### src/hw/sfd_map.svh
/*
 * Frame codes, field positions, reset values and timing counts of the SPI
 * control frame decoder. Assumes a core clock with the period given below.
 */
`ifndef SFD_MAP_SVH
`define SFD_MAP_SVH

// ----------------------------------------------------------------------------
// frame layout
// ----------------------------------------------------------------------------
`define SFD_FRAME_BITS      32
`define SFD_CMD_MSB         31
`define SFD_CMD_LSB         28
`define SFD_ACCESS_BIT      27
`define SFD_PARITY_BIT      0

// ----------------------------------------------------------------------------
// command codes and fixed patterns
// ----------------------------------------------------------------------------
`define SFD_CMD_GLOBAL      4'h0
`define SFD_CMD_CH1         4'h1
`define SFD_CMD_PULSE       4'h9
`define SFD_CMD_SELFTEST    4'ha
`define SFD_CMD_FIX_LOW     4'hb
`define SFD_CMD_FIX_HIGH    4'hd
`define SFD_FIX_FILL        28'haaaaaaa
`define SFD_PULSE_PATTERN   10'h155
`define SFD_SELFTEST_TAIL   2'h2
`define SFD_REQ_ON          2'h1
`define SFD_REQ_OFF         2'h2

// ----------------------------------------------------------------------------
// reset values
// ----------------------------------------------------------------------------
`define SFD_RST_ACCESS      1'h1
`define SFD_RST_DEADTIME    2'h3
`define SFD_RST_TDIAG       2'h3
`define SFD_RST_THRESHOLD   6'h00
`define SFD_RST_CH1_FRAME   32'h1ec00001

// ----------------------------------------------------------------------------
// timing, times in microseconds, counts in core clock cycles
// ----------------------------------------------------------------------------
`define SFD_CLK_PERIOD_NS   100.0
`define SFD_US2CYC(t)       $rtoi((t) * 1000.0 / `SFD_CLK_PERIOD_NS + 0.5)
`define SFD_DEAD0_US        1.0
`define SFD_DEAD1_US        2.0
`define SFD_DEAD2_US        4.0
`define SFD_DEAD3_US        8.0
`define SFD_FLT_EXT0_US     11.2
`define SFD_FLT_EXT1_US     28.9
`define SFD_FLT_EXT2_US     40.0
`define SFD_FLT_EXT3_US     51.2
`define SFD_FLT_STD0_US     25.6
`define SFD_FLT_STD1_US     61.2
`define SFD_FLT_STD2_US     105.6
`define SFD_FLT_STD3_US     150.0

`endif

### src/hw/sfd_pkg.sv
/*
 * Types shared by the SPI control frame decoder.
 * Assumes sfd_map.svh carries all numeric constants.
 */
package sfd_pkg;
    typedef enum logic [0:0] {SFD_IDLE, SFD_SHIFT} sfd_state_t;
    typedef logic [31:0] sfd_frame_t;
endpackage

### src/hw/sfd_sync.sv
/*
 * Two flip-flop synchroniser for a group of pin levels.
 * Assumes the inputs are levels from outside the CLK domain.
 */
`timescale 1ns/1ps
`default_nettype none

module sfd_sync #(
    parameter int WIDTH = 1
) (
    input  wire  logic             CLK,
    input  wire  logic             RSTN,
    input  wire  logic [WIDTH-1:0] PIN_IN,
    input  wire  logic [WIDTH-1:0] RESET_LEVEL,
    output logic       [WIDTH-1:0] SYNC_OUT
);
    logic [WIDTH-1:0] meta_reg;

    // the first stage is read only by the second; both reset to the pin's
    // idle level so the edge detectors behind see no false edge on release
    always_ff @(posedge CLK) begin
        if (!RSTN) begin
            meta_reg <= RESET_LEVEL;
            SYNC_OUT <= RESET_LEVEL;
        end else begin
            meta_reg <= PIN_IN;
            SYNC_OUT <= meta_reg;
        end
    end
endmodule // sfd_sync

`default_nettype wire

### src/hw/sfd_frame_decode.sv
/*
 * SPI slave that decodes 32-bit command frames into channel control bits
 * and returns the response of the previous frame in the next one.
 * Assumes SPI mode 0 (SCK idle low, sample on rise, shift on fall), MSB
 * first, SCK slow enough (>= 4 CLK per half period) to be oversampled.
 */
`timescale 1ns/1ps
`default_nettype none
`include "sfd_map.svh"

// What this block does
// code 1001 pulse frame, fixed pattern 0101010101
// bit 27 zero writes, one reads only
// bit 0 odd-parity bit, generated and checked
// bits 16:9 request OFF pulses ch8..1
// bits 8:1 request ON pulses ch8..1
// self-test starts only on field 01
// comm check 01 on, 10 off, else hold
// code 1010 frame, bits 2:1 equal 10
// commands 11..13 are fixed integrity frames
// bit 26 spread spectrum, resets off
// bit 25 diagnostics enable, resets off
// bits 24:17 pick pin or SPI control
// bits 16:9 hold channel actively off
// response 8:1 reports output voltage comparison
// status encoding follows HIGH_SIDE_CFG, also after reset
// response echoes command; access bit resets one
// bridge dead time 1/2/4/8 us, reset 11
// bit 24 shares channel-1 timer with 2..4
// filter time table depends on bridge mode
// bit 21 selects threshold readback kind
// six-bit overcurrent threshold, resets zero
// channel-1 frame reads 0x1EC00001 after reset
// bad parity or pattern frames are dropped
module sfd_frame_decode
    import sfd_pkg::*;
(
    input  wire  logic        CLK,
    input  wire  logic        RSTN,
    input  wire  logic        SPI_CS_N,
    input  wire  logic        SPI_SCK,
    input  wire  logic        SPI_SDI,
    output logic              SPI_SDO,
    output logic              SPI_SDO_OE_N,
    input  wire  logic [7:0]  CHANNEL_CONTROL_PIN_N,
    input  wire  logic [7:0]  VOUT_ABOVE_LVT,
    input  wire  logic [7:0]  VOUT_ABOVE_VOL,
    input  wire  logic [7:0]  HIGH_SIDE_CFG,
    input  wire  logic [7:0]  SPI_CHANNEL_ON,
    input  wire  logic        BRIDGE1_ENABLE,
    output logic [7:0]        CHANNEL_DRIVE,
    output logic [7:0]        ON_PULSE_REQUEST,
    output logic [7:0]        OFF_PULSE_REQUEST,
    output logic              SELFTEST_REQUEST,
    output logic              COMM_CHECK_ENABLE,
    output logic              SPREAD_SPECTRUM,
    output logic              DIAG_ENABLE,
    output logic [7:0]        CONTROL_SOURCE_SELECT,
    output logic [7:0]        CHANNEL_FORCE_OFF,
    output logic [1:0]        BRIDGE1_DEADTIME,
    output logic [6:0]        BRIDGE1_DEADTIME_CYCLES,
    output logic              BRIDGE1_TIMER_SHARE,
    output logic [1:0]        CH1_TDIAG,
    output logic [10:0]       CH1_FILTER_CYCLES,
    output logic              CH1_THRESHOLD_READBACK_SELECT,
    output logic [5:0]        CH1_OVERCURRENT_THRESHOLD,
    output logic              FRAME_ERROR
);
    // ------------------------------------------------------------------------
    // timing tables
    // ------------------------------------------------------------------------
    localparam logic [6:0]  DEAD_CYC [4] = '{7'(`SFD_US2CYC(`SFD_DEAD0_US)), 7'(`SFD_US2CYC(`SFD_DEAD1_US)),
                                             7'(`SFD_US2CYC(`SFD_DEAD2_US)), 7'(`SFD_US2CYC(`SFD_DEAD3_US))};
    localparam logic [10:0] FLT_EXT  [4] = '{11'(`SFD_US2CYC(`SFD_FLT_EXT0_US)), 11'(`SFD_US2CYC(`SFD_FLT_EXT1_US)),
                                             11'(`SFD_US2CYC(`SFD_FLT_EXT2_US)), 11'(`SFD_US2CYC(`SFD_FLT_EXT3_US))};
    localparam logic [10:0] FLT_STD  [4] = '{11'(`SFD_US2CYC(`SFD_FLT_STD0_US)), 11'(`SFD_US2CYC(`SFD_FLT_STD1_US)),
                                             11'(`SFD_US2CYC(`SFD_FLT_STD2_US)), 11'(`SFD_US2CYC(`SFD_FLT_STD3_US))};

    // ------------------------------------------------------------------------
    // pin synchronisers
    // ------------------------------------------------------------------------
    logic [2:0]  spi_s;
    logic [15:0] ana_s;
    logic        sck_d_reg;
    logic        cs_d_reg;

    sfd_sync #(.WIDTH(3)) u_spi_sync (
        .CLK        (CLK),
        .RSTN       (RSTN),
        .PIN_IN     ({SPI_CS_N, SPI_SCK, SPI_SDI}),
        .RESET_LEVEL(3'h4),
        .SYNC_OUT   (spi_s)
    );
    sfd_sync #(.WIDTH(16)) u_pin_sync (
        .CLK        (CLK),
        .RSTN       (RSTN),
        .PIN_IN     ({CHANNEL_CONTROL_PIN_N, VOUT_ABOVE_LVT}),
        .RESET_LEVEL(16'hff00),
        .SYNC_OUT   (ana_s)
    );

    wire cs_n_s   = spi_s[2];
    wire sck_rise = spi_s[1] & ~sck_d_reg;
    wire sck_fall = ~spi_s[1] & sck_d_reg;
    wire cs_fall  = ~cs_n_s & cs_d_reg;
    wire cs_rise  = cs_n_s & ~cs_d_reg;

    // the high-side comparator passes the same two stages
    logic [7:0] vol_m_reg;
    logic [7:0] vol_s_reg;

    // ------------------------------------------------------------------------
    // state
    // ------------------------------------------------------------------------
    sfd_state_t state_reg;
    sfd_frame_t rx_reg;
    sfd_frame_t tx_reg;
    sfd_frame_t echo_reg;
    logic [5:0] bit_cnt_reg;
    logic [3:0] resp_sel_reg;
    logic       glob_rw_reg;
    logic       ch1_rw_reg;

    // ------------------------------------------------------------------------
    // frame checks
    // ------------------------------------------------------------------------
    wire [3:0] rx_cmd     = rx_reg[`SFD_CMD_MSB:`SFD_CMD_LSB];
    wire       rx_write   = ~rx_reg[`SFD_ACCESS_BIT];
    wire       len_ok     = bit_cnt_reg == 6'(`SFD_FRAME_BITS);
    wire       parity_ok  = rx_reg[`SFD_PARITY_BIT] == ~^rx_reg[31:1];
    wire       is_fixed   = rx_cmd >= `SFD_CMD_FIX_LOW && rx_cmd <= `SFD_CMD_FIX_HIGH;
    wire       fixed_ok   = rx_reg[27:0] == `SFD_FIX_FILL;
    wire       pulse_ok   = rx_reg[26:17] == `SFD_PULSE_PATTERN;
    wire       stest_ok   = rx_reg[2:1] == `SFD_SELFTEST_TAIL;
    wire       pattern_ok = (rx_cmd == `SFD_CMD_PULSE) ? pulse_ok :
                            (rx_cmd == `SFD_CMD_SELFTEST) ? stest_ok : 1'b1;
    wire       frame_end  = cs_rise && state_reg == SFD_SHIFT;
    wire       frame_ok   = len_ok && (is_fixed ? fixed_ok : (parity_ok && pattern_ok));
    wire       accept     = frame_end && frame_ok;
    wire       accept_wr  = accept && rx_write && !is_fixed;
    wire       wr_global  = accept_wr && rx_cmd == `SFD_CMD_GLOBAL;
    wire       wr_ch1     = accept_wr && rx_cmd == `SFD_CMD_CH1;
    wire       wr_pulse   = accept_wr && rx_cmd == `SFD_CMD_PULSE;
    wire       wr_stest   = accept_wr && rx_cmd == `SFD_CMD_SELFTEST;
    wire [1:0] stest_req  = rx_reg[6:5];
    wire [1:0] cc_req     = rx_reg[4:3];

    // ------------------------------------------------------------------------
    // response frames
    // ------------------------------------------------------------------------
    // status bit keeps each channel's own encoding from HIGH_SIDE_CFG, also after reset
    wire [7:0]  vout_stat = (HIGH_SIDE_CFG & vol_s_reg) | (~HIGH_SIDE_CFG & ana_s[7:0]);
    wire [30:0] glob_body = {`SFD_CMD_GLOBAL, glob_rw_reg, SPREAD_SPECTRUM, DIAG_ENABLE,
                             CONTROL_SOURCE_SELECT, CHANNEL_FORCE_OFF, vout_stat};
    wire [30:0] ch1_body  = {`SFD_CMD_CH1, ch1_rw_reg, BRIDGE1_DEADTIME, BRIDGE1_TIMER_SHARE,
                             CH1_TDIAG, CH1_THRESHOLD_READBACK_SELECT, CH1_OVERCURRENT_THRESHOLD,
                             14'h0000};
    wire sfd_frame_t glob_resp = {glob_body, ~^glob_body};
    wire sfd_frame_t ch1_resp  = {ch1_body, ~^ch1_body};
    wire sfd_frame_t resp      = (resp_sel_reg == `SFD_CMD_GLOBAL) ? glob_resp :
                                 (resp_sel_reg == `SFD_CMD_CH1) ? ch1_resp : echo_reg;

    // ------------------------------------------------------------------------
    // configuration views and channel drive
    // ------------------------------------------------------------------------
    wire       ext_mode   = BRIDGE1_ENABLE & ~BRIDGE1_TIMER_SHARE;
    wire [7:0] src_level  = (CONTROL_SOURCE_SELECT & SPI_CHANNEL_ON)
                          | (~CONTROL_SOURCE_SELECT & ~ana_s[15:8]);
    wire [7:0] drive_next = src_level & ~CHANNEL_FORCE_OFF;

    // ------------------------------------------------------------------------
    // link edge tracking and shifting
    // ------------------------------------------------------------------------
    always_ff @(posedge CLK) begin
        if (!RSTN) begin
            sck_d_reg <= 1'b0;
            cs_d_reg  <= 1'b1;
            vol_m_reg <= 8'h00;
            vol_s_reg <= 8'h00;
        end else begin
            sck_d_reg <= spi_s[1];
            cs_d_reg  <= cs_n_s;
            vol_m_reg <= VOUT_ABOVE_VOL;
            vol_s_reg <= vol_m_reg;
        end
    end

    always_ff @(posedge CLK) begin
        if (!RSTN) begin
            state_reg    <= SFD_IDLE;
            rx_reg       <= 32'h00000000;
            tx_reg       <= 32'h00000000;
            bit_cnt_reg  <= 6'h00;
            SPI_SDO      <= 1'b0;
            SPI_SDO_OE_N <= 1'b1;
        end else begin
            SPI_SDO_OE_N <= cs_n_s;
            case (state_reg)
                SFD_IDLE: begin
                    if (cs_fall) begin
                        state_reg   <= SFD_SHIFT;
                        tx_reg      <= resp;
                        SPI_SDO     <= resp[31];
                        bit_cnt_reg <= 6'h00;
                    end
                end
                SFD_SHIFT: begin
                    if (cs_n_s) begin
                        state_reg <= SFD_IDLE;
                    end else if (sck_rise) begin
                        rx_reg <= {rx_reg[30:0], spi_s[0]};
                        if (bit_cnt_reg != 6'h3f) begin
                            bit_cnt_reg <= bit_cnt_reg + 6'h01;
                        end
                    end else if (sck_fall) begin
                        tx_reg  <= {tx_reg[30:0], 1'b0};
                        SPI_SDO <= tx_reg[30];
                    end
                end
                default: state_reg <= SFD_IDLE;
            endcase
        end
    end

    // ------------------------------------------------------------------------
    // frame bookkeeping
    // ------------------------------------------------------------------------
    always_ff @(posedge CLK) begin
        if (!RSTN) begin
            resp_sel_reg <= `SFD_CMD_GLOBAL;
            echo_reg     <= 32'h00000000;
            glob_rw_reg  <= `SFD_RST_ACCESS;
            ch1_rw_reg   <= `SFD_RST_ACCESS;
            FRAME_ERROR  <= 1'b0;
        end else begin
            FRAME_ERROR <= frame_end && !frame_ok;
            if (accept) begin
                resp_sel_reg <= rx_cmd;
                echo_reg     <= rx_reg;
                if (rx_cmd == `SFD_CMD_GLOBAL) begin
                    glob_rw_reg <= rx_reg[`SFD_ACCESS_BIT];
                end
                if (rx_cmd == `SFD_CMD_CH1) begin
                    ch1_rw_reg <= rx_reg[`SFD_ACCESS_BIT];
                end
            end
        end
    end

    // ------------------------------------------------------------------------
    // command effects
    // ------------------------------------------------------------------------
    always_ff @(posedge CLK) begin
        if (!RSTN) begin
            ON_PULSE_REQUEST  <= 8'h00;
            OFF_PULSE_REQUEST <= 8'h00;
            SELFTEST_REQUEST  <= 1'b0;
            COMM_CHECK_ENABLE <= 1'b0;
        end else begin
            OFF_PULSE_REQUEST <= wr_pulse ? rx_reg[16:9] : 8'h00;
            ON_PULSE_REQUEST  <= wr_pulse ? rx_reg[8:1] : 8'h00;
            SELFTEST_REQUEST  <= wr_stest && stest_req == `SFD_REQ_ON;
            if (wr_stest && cc_req == `SFD_REQ_ON) begin
                COMM_CHECK_ENABLE <= 1'b1;
            end else if (wr_stest && cc_req == `SFD_REQ_OFF) begin
                COMM_CHECK_ENABLE <= 1'b0;
            end
        end
    end

    always_ff @(posedge CLK) begin
        if (!RSTN) begin
            SPREAD_SPECTRUM       <= 1'b0;
            DIAG_ENABLE           <= 1'b0;
            CONTROL_SOURCE_SELECT <= 8'h00;
            CHANNEL_FORCE_OFF     <= 8'h00;
            CHANNEL_DRIVE         <= 8'h00;
        end else begin
            CHANNEL_DRIVE <= drive_next;
            if (wr_global) begin
                SPREAD_SPECTRUM       <= rx_reg[26];
                DIAG_ENABLE           <= rx_reg[25];
                CONTROL_SOURCE_SELECT <= rx_reg[24:17];
                CHANNEL_FORCE_OFF     <= rx_reg[16:9];
            end
        end
    end

    always_ff @(posedge CLK) begin
        if (!RSTN) begin
            BRIDGE1_DEADTIME              <= `SFD_RST_DEADTIME;
            BRIDGE1_TIMER_SHARE           <= 1'b0;
            CH1_TDIAG                     <= `SFD_RST_TDIAG;
            CH1_THRESHOLD_READBACK_SELECT <= 1'b0;
            CH1_OVERCURRENT_THRESHOLD     <= `SFD_RST_THRESHOLD;
            BRIDGE1_DEADTIME_CYCLES       <= 7'h00;
            CH1_FILTER_CYCLES             <= 11'h000;
        end else begin
            BRIDGE1_DEADTIME_CYCLES <= DEAD_CYC[BRIDGE1_DEADTIME];
            CH1_FILTER_CYCLES       <= ext_mode ? FLT_EXT[CH1_TDIAG] : FLT_STD[CH1_TDIAG];
            if (wr_ch1) begin
                BRIDGE1_DEADTIME              <= rx_reg[26:25];
                BRIDGE1_TIMER_SHARE           <= rx_reg[24];
                CH1_TDIAG                     <= rx_reg[23:22];
                CH1_THRESHOLD_READBACK_SELECT <= rx_reg[21];
                CH1_OVERCURRENT_THRESHOLD     <= rx_reg[20:15];
            end
        end
    end
endmodule // sfd_frame_decode

`default_nettype wire

### config.mk
export PLATFORM = sky130hd
export DESIGN_NAME = sfd_frame_decode
export DESIGN_NICKNAME = d
export VERILOG_FILES = /design/src/hw/sfd_pkg.sv /design/src/hw/sfd_sync.sv /design/src/hw/sfd_frame_decode.sv
export VERILOG_INCLUDE_DIRS = /design/src /design/src/hw
export SDC_FILE = /design/constraint.sdc
export NUM_CORES = 1
export LEC_CHECK = 0
export BUFFER_PORTS_ARGS = -buffer_cell sky130_fd_sc_hd__buf_2
export CAP_MARGIN = 20
export CORE_MARGIN = 8
export CORE_UTILIZATION = 50
export DETAILED_ROUTE_END_ITERATION = 10
export PLACE_DENSITY = 0.71
export SLEW_MARGIN = 20
export SYNTH_ARGS = -nofsm -noshare
export SYNTH_HDL_FRONTEND = slang
export SYNTH_SLANG_ARGS = --single-unit
### constraint.sdc
create_clock -name CLK -period 3.9 [get_ports CLK]
set_input_delay 0.39 -clock CLK [delete_from_list [all_inputs] [get_ports CLK]]
set_output_delay 0.39 -clock CLK [all_outputs]
set_load 0.05 [all_outputs]
==> results.cfg <==
[status]
outcome = complete, no violations

[sta]
timing.final.hold_violations = 0
setup_violations = 0
fin_skew_ns = 0.02064
setup_tns_ns = 0
fmax_ghz = 0.3397
max_slew_margin_pct = 26.55
grt_setup_unrepaired = no
setup_ws_ns = 0.9560
slew_viol_final = 0
fin_crit_sh_pct = 75.49
fin_crit_ns = 2.944
worst_slew_pin_slew_ns = 1.102

[detailed_routing]
vias = 7497
wl_mm = 23.61
dr.pass1.iters = 5
antenna_left = 0
drc = 0
routedWlPerCell_um = 16.79
drt_iter0_drc = 543
vias_per_cell = 5.332

[floorplan]
die_y_um = 153.7
ioPinCount = 123
die_area_mm2 = 0.02362
dieWidth_um = 153.7
core_region_area_mm2 = 0.01864
rows = 50
initial_core_util_pct = 50.84

[critical_path]
crit_type = reg -> reg
cp-start-kind = register
required_ns = 4.27
cp-end-kind = register
cp.arrival_ns = 3.31
critPathMaxFanout = 14

[clock_tree]
cts_hold_buf = 0
clockBufferDepth = 3
cts_tree = built
cts_setup_buffers = 0
clock_latency_ns = 0.53
numCtsBuffers = 25
path_clk_slew_ns = 0.06
root_buffer = clkbuf_16
cts_resized = 0
clock_sinks = 234
htree_num_levels = 1

[place]
globalplace.congestion = 0.8272
dpl.cell_count = 1362
portBuffers = 120
placed_area_mm2 = 0.01023
preCtsSetupSlack_ns = 1.035
hpwl_mm = 15.83

[grt]
grt.total_usage_pct = 19.46
antenna_found_initial = 0
grt_pass1_wl_mm = 37.76
grt_start_max_net_pins = 85
grt_pass1_vias = 6982
grt-ovfl-total = 0

[run]
drv_cap = 0

[logic_synthesis]
muxShareOfSynthArea_pct = 5.386
synth-edff-count = 0
synth_compound_area_share_pct = 11.37
ys_seq_area_share_pct = 49.43
synth_fa_ha_area_share_pct = 2.508
yosys.area_share.simple_pct = 21.02
yosysMostFrequentCell = dfxtp_1
async_flop_share_pct = 0
synth_top_family_by_area = simple AND/OR/NAND/NOR gates
yosys-top-cells-count = 234 x dfxtp_1, 132 x nor2_1, 105 x a21oi_1
ys.flop_type = dfxtp_1
synth_top_area_share_pct = 49.43
synthXorXnorAreaFrac_pct = 6.073
netlist_instances = 1063
ys_ff_latch = 234
synth_area_mm2 = 0.009478
syn_avg_cell_area_um2 = 8.916
netlist_top_cells_area = dfxtp_1 49%, a21oi_1 5.5%, mux2i_1 5.4%
yosysUniqueCellTypes = 45
yosys.area.top_type = dfxtp_1
ys_warn_count = 0

[power_and_ir_drop]
power_density_mw_per_mm2 = 453.6
cellLeakagePower_uw = 0.004586
ir_drop_mv = 0.2659

[final_layout]
multi_input_area_mm2 = 0.004418
finish.instance_area_mm2 = 0.01106
area_growth_pct = 16.71
drive_above_1_share_pct = 16.55
seqCellArea_mm2 = 0.004684
n_antenna_cell = 0
nFillCells = 1656
fin_cells = 1406
nets = 1220

[worst_hold_path]
hp-class = in -> reg
## worst paths after layout
| kind | start | endpoint | slack, ns | depth (start not counted) |
|---|---|---|---|---|
| min reg2reg | u_pin_sync.meta_reg[10]$_SDFF_PN1_ | u_pin_sync.SYNC_OUT[10]$_SDFF_PN1_ | 0.40 | 1 |
| max reg2reg | rx_reg[3]$_SDFFE_PN0P_ | CH1_OVERCURRENT_THRESHOLD[5]$_SDFFE_PN0P_ | 0.96 | 9 |
| max | rx_reg[3]$_SDFFE_PN0P_ | CH1_OVERCURRENT_THRESHOLD[5]$_SDFFE_PN0P_ | 0.96 | 9 |
| min | CHANNEL_CONTROL_PIN_N[0] | u_pin_sync.meta_reg[8]$_SDFF_PN1_ | 0.05 | 2 |
## per-stage QoR
stage          total power, uW  hold slack (ns)  util [%]
2_1_floorplan             2636           0.3863         -
3_3_place_gp              2695           0.3885     54.87
3_5_place_dp              2698           0.3932     54.87
4_1_cts                   5055          0.03417     59.34
5_1_grt                   5183          0.03375     59.34
6_report                  5018          0.04600     59.34
## layer usage
metal | track usage (%) | wire length [um]
met1 | 25.88 | 10890
met2 | 31.92 | 10890
met3 | 3.139 | 1237
met4 | 5.926 | 591
met5 | 0 | 0
## cell usage in the layout (no fill, tap or decap), types with 16 or more instances in the layout
cell type / n
a211oi_1: 33
a21oi_1: 105
and2_1: 55
buf_2: 119
buf_4: 23
clkbuf_16: 25
dfxtp_1: 234
ha_1: 19
inv_1: 16
mux2i_1: 51
nand2_1: 101
nand2b_1: 23
nand3_1: 39
nor2_1: 131
nor3_1: 23
o21ai_0: 25
xnor2_1: 54
## kinds of logic after synthesis
logic type               Yosys count
AND/OR/NAND/NOR                  414
AO/OA/AOI/OAI                    185
flip-flops                       234
XOR/XNOR                          64
other                              1
multiplexers                      51
adder cells (fa/ha/maj)           19
buffers and inverters             95
## where the power goes
part	switching [uW]	leakage, uW	internal, uW	total (uW)
sequential	11.7	0.00190	2430	2440
combinational	132	0.00227	72.5	204
clock	932	0.000413	1440	2370
total	1080	0.00459	3940	5020
## final cells by class
class | count | share of cell area, %
Sequential cell | 234 | 42.35
Clock buffer | 37 | 6.696
Multi-Input combinational cell | 735 | 39.94
Tap cell | 234 | 2.647
Clock inverter | 7 | 0.8370
Inverter | 17 | 0.5882
Timing Repair Buffer | 142 | 6.945
## worst max-delay path, stage by stage, from the launching register on
cell and delay, ns:
dfxtp_1 0.39, inv_1 0.10, ha_1 0.32, xnor2_1 0.25, xnor2_1 0.18, xnor2_1 0.09
xnor3_2 0.49, nand4_2 0.55, mux2i_1 0.34, nor2_1 0.07
No activity file was read; power rests on OpenSTA's default activity.
